==> src/include/sbd_pkg.sv <==
`default_nettype none

package sbd_pkg;

  localparam int DATA_W = 8;
  localparam int NIBBLE_W = 4;

  // Step taken by both decrement-skip instructions.
  localparam logic [7:0] DEC_STEP = 8'h01;
  localparam logic [7:0] ZERO_BYTE = 8'h00;

  // Values after reset.
  localparam logic [7:0] ACC_RESET = 8'h00;
  localparam logic FLAG_RESET = 1'b0;
  localparam logic MEM_WR_RESET = 1'b0;

  // Instruction cycles, for reference by the sequencer.
  localparam int CYCLES_NO_SKIP = 1;
  localparam int CYCLES_SKIP = 2;

  // Operation codes issued by the sequencer to this datapath.
  typedef enum logic [1:0] {
    OP_NONE,
    OP_SUB_BORROW_MEM,
    OP_DEC_SKIP_MEM,
    OP_DEC_SKIP_ACC
  } sbd_op_e;

  // Sequencing state: normal run, or discarding the next instruction.
  typedef enum logic {
    SEQ_RUN,
    SEQ_SKIP
  } sbd_seq_e;

endpackage : sbd_pkg

`default_nettype wire

==> src/sbd_exec.sv <==
`timescale 1ns/100ps
`default_nettype none

module sbd_exec #(
  parameter int WIDTH = sbd_pkg::DATA_W
) (
  input wire logic ref_clk,
  input wire logic srst,
  input wire logic clkEn,
  input wire logic instValid,
  input wire sbd_pkg::sbd_op_e instOp,
  input wire logic [WIDTH-1:0] memRdData,
  input wire logic accLoadEn,
  input wire logic [WIDTH-1:0] accLoadData,
  output logic memWrEn,
  output logic [WIDTH-1:0] memWrData,
  output logic [WIDTH-1:0] accumulator,
  output logic overflow_flag,
  output logic zeroFlag,
  output logic auxiliary_carry_flag,
  output logic carryFlag,
  output logic signed_compare_flag,
  output logic combined_zero_flag,
  output logic skipActive
);

  sbd_pkg::sbd_seq_e stateReg;
  sbd_pkg::sbd_seq_e stateNext;
  logic [WIDTH-1:0] accReg;
  logic memWrEnReg;
  logic [WIDTH-1:0] memWrDataReg;
  logic ovReg, zReg, acReg, cReg, scReg, czReg;

  logic take;
  logic executing;
  logic swallow;
  logic isSub;
  logic isDecMem;
  logic isDecAcc;
  logic isDec;
  logic [WIDTH-1:0] decResult;
  logic decZero;

  logic [WIDTH-1:0] subResult;
  logic subCarry, subAux, subOv, subZero, subSc, subCz;

  //////////////////////////////////////////////////////////////////////////////
  // Instruction acceptance and decode.

  assign take = clkEn & instValid;
  assign executing = take & (stateReg == sbd_pkg::SEQ_RUN);
  // The instruction fetched during the dummy cycle is dropped here.
  assign swallow = take & (stateReg == sbd_pkg::SEQ_SKIP);
  assign isSub = executing & (instOp == sbd_pkg::OP_SUB_BORROW_MEM);
  assign isDecMem = executing & (instOp == sbd_pkg::OP_DEC_SKIP_MEM);
  assign isDecAcc = executing & (instOp == sbd_pkg::OP_DEC_SKIP_ACC);
  assign isDec = isDecMem | isDecAcc;

  // Plain width-limited subtraction wraps, so 00 gives ff and never skips.
  assign decResult = memRdData - sbd_pkg::DEC_STEP;
  assign decZero = (decResult == sbd_pkg::ZERO_BYTE);

  //////////////////////////////////////////////////////////////////////////////
  // Arithmetic.

  sbd_sub_borrow #(
    .WIDTH(WIDTH)
  ) sbd_sub_borrow_i (
    .minuend(accReg),
    .subtrahend(memRdData),
    .carryIn(cReg),
    .combinedZeroIn(zReg),
    .result(subResult),
    .carryOut(subCarry),
    .auxCarryOut(subAux),
    .overflowOut(subOv),
    .zeroOut(subZero),
    .signedCompareOut(subSc),
    .combinedZeroOut(subCz)
  );

  //////////////////////////////////////////////////////////////////////////////
  // Sequencing: a zero decrement result arms one dummy cycle.

  always_comb begin
    stateNext = stateReg;
    case (stateReg)
      sbd_pkg::SEQ_RUN: begin
        if (isDec && decZero) begin
          stateNext = sbd_pkg::SEQ_SKIP;
        end
      end
      sbd_pkg::SEQ_SKIP: begin
        // Waiting here keeps the skip pending until the next fetch arrives.
        if (take) begin
          stateNext = sbd_pkg::SEQ_RUN;
        end
      end
      default: begin
        stateNext = sbd_pkg::SEQ_RUN;
      end
    endcase
  end

  always_ff @(posedge ref_clk) begin
    if (srst) begin
      stateReg <= sbd_pkg::SEQ_RUN;
    end else if (clkEn) begin
      stateReg <= stateNext;
    end
  end

  //////////////////////////////////////////////////////////////////////////////
  // Memory write-back.

  always_ff @(posedge ref_clk) begin
    if (srst) begin
      memWrEnReg <= sbd_pkg::MEM_WR_RESET;
      memWrDataReg <= sbd_pkg::ACC_RESET;
    end else if (clkEn) begin
      memWrEnReg <= isSub | isDecMem;
      if (isSub) begin
        memWrDataReg <= subResult;
      end else if (isDecMem) begin
        memWrDataReg <= decResult;
      end
    end
  end

  //////////////////////////////////////////////////////////////////////////////
  // Accumulator.

  always_ff @(posedge ref_clk) begin
    if (srst) begin
      accReg <= sbd_pkg::ACC_RESET;
    end else if (clkEn) begin
      if (isDecAcc) begin
        accReg <= decResult;
      end else if (accLoadEn && !swallow) begin
        // Loads are dropped in the cycle in which the skipped instruction is taken, and when a decrement-to-accumulator executes.
        accReg <= accLoadData;
      end
    end
  end

  //////////////////////////////////////////////////////////////////////////////
  // Status flags. Decrement-skip instructions leave every flag alone.

  always_ff @(posedge ref_clk) begin
    if (srst) begin
      ovReg <= sbd_pkg::FLAG_RESET;
      zReg <= sbd_pkg::FLAG_RESET;
      acReg <= sbd_pkg::FLAG_RESET;
      cReg <= sbd_pkg::FLAG_RESET;
      scReg <= sbd_pkg::FLAG_RESET;
      czReg <= sbd_pkg::FLAG_RESET;
    end else if (clkEn && isSub) begin
      ovReg <= subOv;
      zReg <= subZero;
      acReg <= subAux;
      cReg <= subCarry;
      scReg <= subSc;
      czReg <= subCz;
    end
  end

  assign memWrEn = memWrEnReg;
  assign memWrData = memWrDataReg;
  assign accumulator = accReg;
  assign overflow_flag = ovReg;
  assign zeroFlag = zReg;
  assign auxiliary_carry_flag = acReg;
  assign carryFlag = cReg;
  assign signed_compare_flag = scReg;
  assign combined_zero_flag = czReg;
  assign skipActive = (stateReg == sbd_pkg::SEQ_SKIP);
endmodule : sbd_exec

`default_nettype wire

==> src/sbd_sub_borrow.sv <==
`timescale 1ns/100ps
`default_nettype none

// Subtract with borrow: result = a - b - not(carryIn), flags from the result.
module sbd_sub_borrow #(
  parameter int WIDTH = sbd_pkg::DATA_W
) (
  input wire logic [WIDTH-1:0] minuend,
  input wire logic [WIDTH-1:0] subtrahend,
  input wire logic carryIn,
  input wire logic combinedZeroIn,
  output logic [WIDTH-1:0] result,
  output logic carryOut,
  output logic auxCarryOut,
  output logic overflowOut,
  output logic zeroOut,
  output logic signedCompareOut,
  output logic combinedZeroOut
);

  localparam int NW = sbd_pkg::NIBBLE_W;

  logic [WIDTH:0] fullSum;
  logic [NW:0] lowSum;

  // Adding the inverted subtrahend gives a carry of 1 exactly when no borrow occurs.
  assign fullSum = {1'b0, minuend} + {1'b0, ~subtrahend} + {{WIDTH{1'b0}}, carryIn};
  assign lowSum = {1'b0, minuend[NW-1:0]} + {1'b0, ~subtrahend[NW-1:0]} + {{NW{1'b0}}, carryIn};

  assign result = fullSum[WIDTH-1:0];
  assign carryOut = fullSum[WIDTH];
  assign auxCarryOut = lowSum[NW];
  assign overflowOut = (minuend[WIDTH-1] ^ subtrahend[WIDTH-1])
                     & (minuend[WIDTH-1] ^ fullSum[WIDTH-1]);
  assign zeroOut = (fullSum[WIDTH-1:0] == '0);
  assign signedCompareOut = overflowOut ^ fullSum[WIDTH-1];
  // Combined zero is set only when this byte and the previous subtraction's zero flag (zReg, not the combined flag) were zero.
  assign combinedZeroOut = zeroOut & combinedZeroIn;

endmodule : sbd_sub_borrow

`default_nettype wire
==> config.mk <==
export PLATFORM = sky130hd
export DESIGN_NAME = sbd_exec
export DESIGN_NICKNAME = d
export VERILOG_FILES = /design/src/include/sbd_pkg.sv /design/src/sbd_exec.sv /design/src/sbd_sub_borrow.sv
export SDC_FILE = /design/constraint.sdc
export NUM_CORES = 1
export LEC_CHECK = 0
export ABC_AREA = 1
export ABC_CLOCK_PERIOD_IN_PS = 2810
export BUFFER_PORTS_ARGS = -buffer_cell sky130_fd_sc_hd__buf_2
export CORE_AREA = 2 2 70 72
export DETAILED_ROUTE_END_ITERATION = 8
export DIE_AREA = 0 0 72 74
export PLACE_DENSITY = 0.6
export RECOVER_POWER = 25
export SLEW_MARGIN = 20
export SYNTH_ARGS = -nofsm -noshare
export SYNTH_HDL_FRONTEND = slang
export SYNTH_HIERARCHICAL = 1
export SYNTH_SLANG_ARGS = --single-unit
==> constraint.sdc <==
create_clock -name ref_clk -period 2.81 [get_ports ref_clk]
set_input_delay 0.4215 -clock ref_clk [delete_from_list [all_inputs] [get_ports ref_clk]]
set_output_delay 0.4215 -clock ref_clk [all_outputs]
set_load 0.005 [all_outputs]
==> impl_results.md <==
- Share of layout cells above drive strength 1: 0.214
- Leak pwr: 1.20 nW
- DIE HEIGHT: 74 um
- Clk_lat worst skew: 0.27 ns
- Setup crit end kind: flop
- Final setup vio count: 0
- Vias in the first global route: 1,666
- Worst path most repeated cell: nor2_2
- Mapped Area: 1790 um^2
- CTS clk-pin slew, worst paths: 0.09 ns
- Hold EP: skipActive
- Clock root buffer: clkbuf_8
- Final ANT Viol Nets: 0
- First-pass GRT wire length: 7690 um
- Hpwl dp: 3790 um
- Crit path time final: 2.55 ns
- Die W: 72 um
- Final wirelength: 4700 um
- Flip-flop and latch area: 482 um^2
- Setup Skew: 0.00453 ns
- Worst slew pin tran: 0.346 ns
- Starting Density: 0.390
- WP data required: 3.02 ns
- Setup TNS: 0 ns
- Vias per inst: 4.74
- Vias: 1,854
- Total clock sinks: 24
- Peak VDD IR: 0.244 mV
- Final non-filler cell total: 391
- Final Wtd Congestion: 0.857
- Max FO, Critical Path: 3
- Die area: 5330 um^2
- Clock buffer depth: 2
- Largest net degree at the start of global routing: 18
- Critical path class: flop to flop
- Slew HR: 0.769
- IO Count: 47
- Grt ovf: 0
- Core Rows: 25
- N_diodes: 0
- Worst reg2reg setup slack: 0.26 ns
- Post-synthesis cell count: 290
- Worst hold stages: 4
- Core footprint: 4600 um^2
- Tot GR Track Use: 0.186
- H-tree levels: 1
- DRC: 0
- Multi-input gate area: 1090 um^2
- Worst R2R Path Depth: 17
- Final net count: 373
- Synth Register Bits: 24
- Min-delay src: instValid
- Mapped Avg Cell Area: 6.19 um^2
- Number of buffers created by CTS: 3
- Status: complete, no violations
- Slowest stage delay, CP: 0.55 ns
- Placed insts: 386
- Register area share after synthesis: 0.268
- WL per Instance: 12.0 um
- I/O Buffers: 46
- Final period utilization: 0.906
- Reg-to-Reg End: combined_zero_flag
- Area delta synth->final: 20.3%
- CTS tree: yes
- Buf+Inv Stages, Crit Path: 2
- Initial antenna violation count: 0
- Yosys warns: 6
- Pwr dens: 421 nW/um^2
- Syn Nets: 325
- HP Class: input pin to flop
- Critical path's slowest cell: fa_1
- Max-Cap Viols: 0
- WP data arrival: 2.76 ns
- Final hold vios: 0
- Largest delay share family, worst path: adder cells
- Most frequent cells in the layout: 84 x nand2_1, 49 x inv_1, 42 x buf_2
- Post-route cell area: 2160 um^2
- FILL cells: 522
- Pins Over Slew Limit: 0
- CP cell instances: inv_1, fa_2, inv_1, nand2_1, nand3_2, nand2_2, nand2_1, a21oi_1, fa_1, nand3_1, nor2_2, nand3_1, nor2_2, nand3_2, nor2_2, o21ai_0, nor2_1
- Initial DRC Count: 112
- Commonest non-fill, non-tap cell in the layout: nand2_1
- Unrepaired setup endpoints after global routing: false
- TritonRoute pass-1 iters: 4
- Worst r2r src: accumulator[0]
- Synth unique cells: 28
- Placed cell areas: 2070 um^2
- Startpoint types: flop
- Fmax: 393 MHz
[routing by layer]
metal,vias to the layer above,wire length (um),GRT usage
li1,992,-,-
met1,818,2250,0.257
met2,40,2190,0.310
met3,4,221,0.0230
met4,0,40,0.0503
met5,-,0,0
[synth_stat cells]
cell      count  area (um^2)
nand2_1      84          315
inv_1        49          184
nor2_1       32          120
dfxtp_1      24          480
a21oi_1      16         80.1
nand3_1      16         80.1
o21ai_0      13         65.1
ha_1          9          113
nand2_2       8         50.1
a31oi_1       5         31.3
nor2_2        4         25.0
clkbuf_1      3         11.3
fa_1          3         60.1
nand3_2       3         30.0
o21ai_1       3         15.0
buf_6         2         22.5
clkinv_2      2         10.0
nand4_1       2         12.5
o211ai_1      2         15.0
xor2_1        2         17.5
and2_1        1         6.26
buf_2         1         5.00
inv_2         1         3.75
nand2_4       1         11.3
nor2_4        1         11.3
nor3_1        1         5.00
o21bai_1      1         7.51
or2_1         1         6.26
[state kept, by name, summed over array words and instances (netlist names)]
signal	cells
overflow_flag	1
memWrData	8
accumulator	8
zeroFlag	1
skipActive	1
carryFlag	1
combined_zero_flag	1
signed_compare_flag	1
memWrEn	1
auxiliary_carry_flag	1
[through the flow]
stage	total power, mW	setup slack [ns]	util	hold slack (ns)
floorplan	0.520	0.316	-	0.473
global placement	0.597	0.109	0.450	0.461
detailed placement	0.598	0.0451	0.450	0.470
CTS	0.913	0.169	0.465	0.450
global route	0.968	0.0508	0.469	0.471
finish	0.910	0.264	0.469	0.457
[logic make-up after synthesis]
family | count (synthesis) | synth area share
AND/OR/NAND/NOR | 154 | 0.375
flip-flops | 24 | 0.268
XOR/XNOR | 2 | 0.00976
AO/OA/AOI/OAI | 40 | 0.119
buffers and inverters | 58 | 0.132
adder cells (fa/ha/maj) | 12 | 0.0962
[power by group]
| part | total (mW) | switching [mW] | internal, mW |
|---|---|---|---|
| Combinational | 0.229 | 0.138 | 0.0916 |
| Clock | 0.311 | 0.121 | 0.191 |
| Sequential | 0.369 | 0.0125 | 0.357 |
[timing repair]
| item | CTS | global route |
|---|---|---|
| gates resized for setup | 0 | 4 |
| setup buffers | 0 | 1 |
| hold buffers | 0 | 0 |
| endpoints found under the setup margin | 0 | 2 |
[area by class of cell]
class	instances	share of cell area
clock inverter	1	0.0139
clock buffer	3	0.0191
timing repair buffer	49	0.115
multi-input combinational	208	0.506
inverter	52	0.0916
sequential	24	0.223
tap	54	0.0313
[worst min-delay path, cell delays in order]
cell and delay, ns:
buf_2 0.10, nand2_1 0.06, nand2_1 0.05, a21oi_1 0.06
[worst max path at each step]
stage | start | to | slack (ns) | depth (start not counted)
2_1_floorplan | memRdData[2] | combined_zero_flag | 0.32 | 18
3_3_place_gp | memRdData[4] | combined_zero_flag | 0.11 | 19
3_5_place_dp | memRdData[4] | combined_zero_flag | 0.05 | 19
4_1_cts | accumulator[0] | combined_zero_flag | 0.17 | 17
5_1_grt | accumulator[4] | combined_zero_flag | 0.05 | 17
6_report | accumulator[0] | combined_zero_flag | 0.26 | 17
No activity file was read; power rests on OpenSTA's default activity.
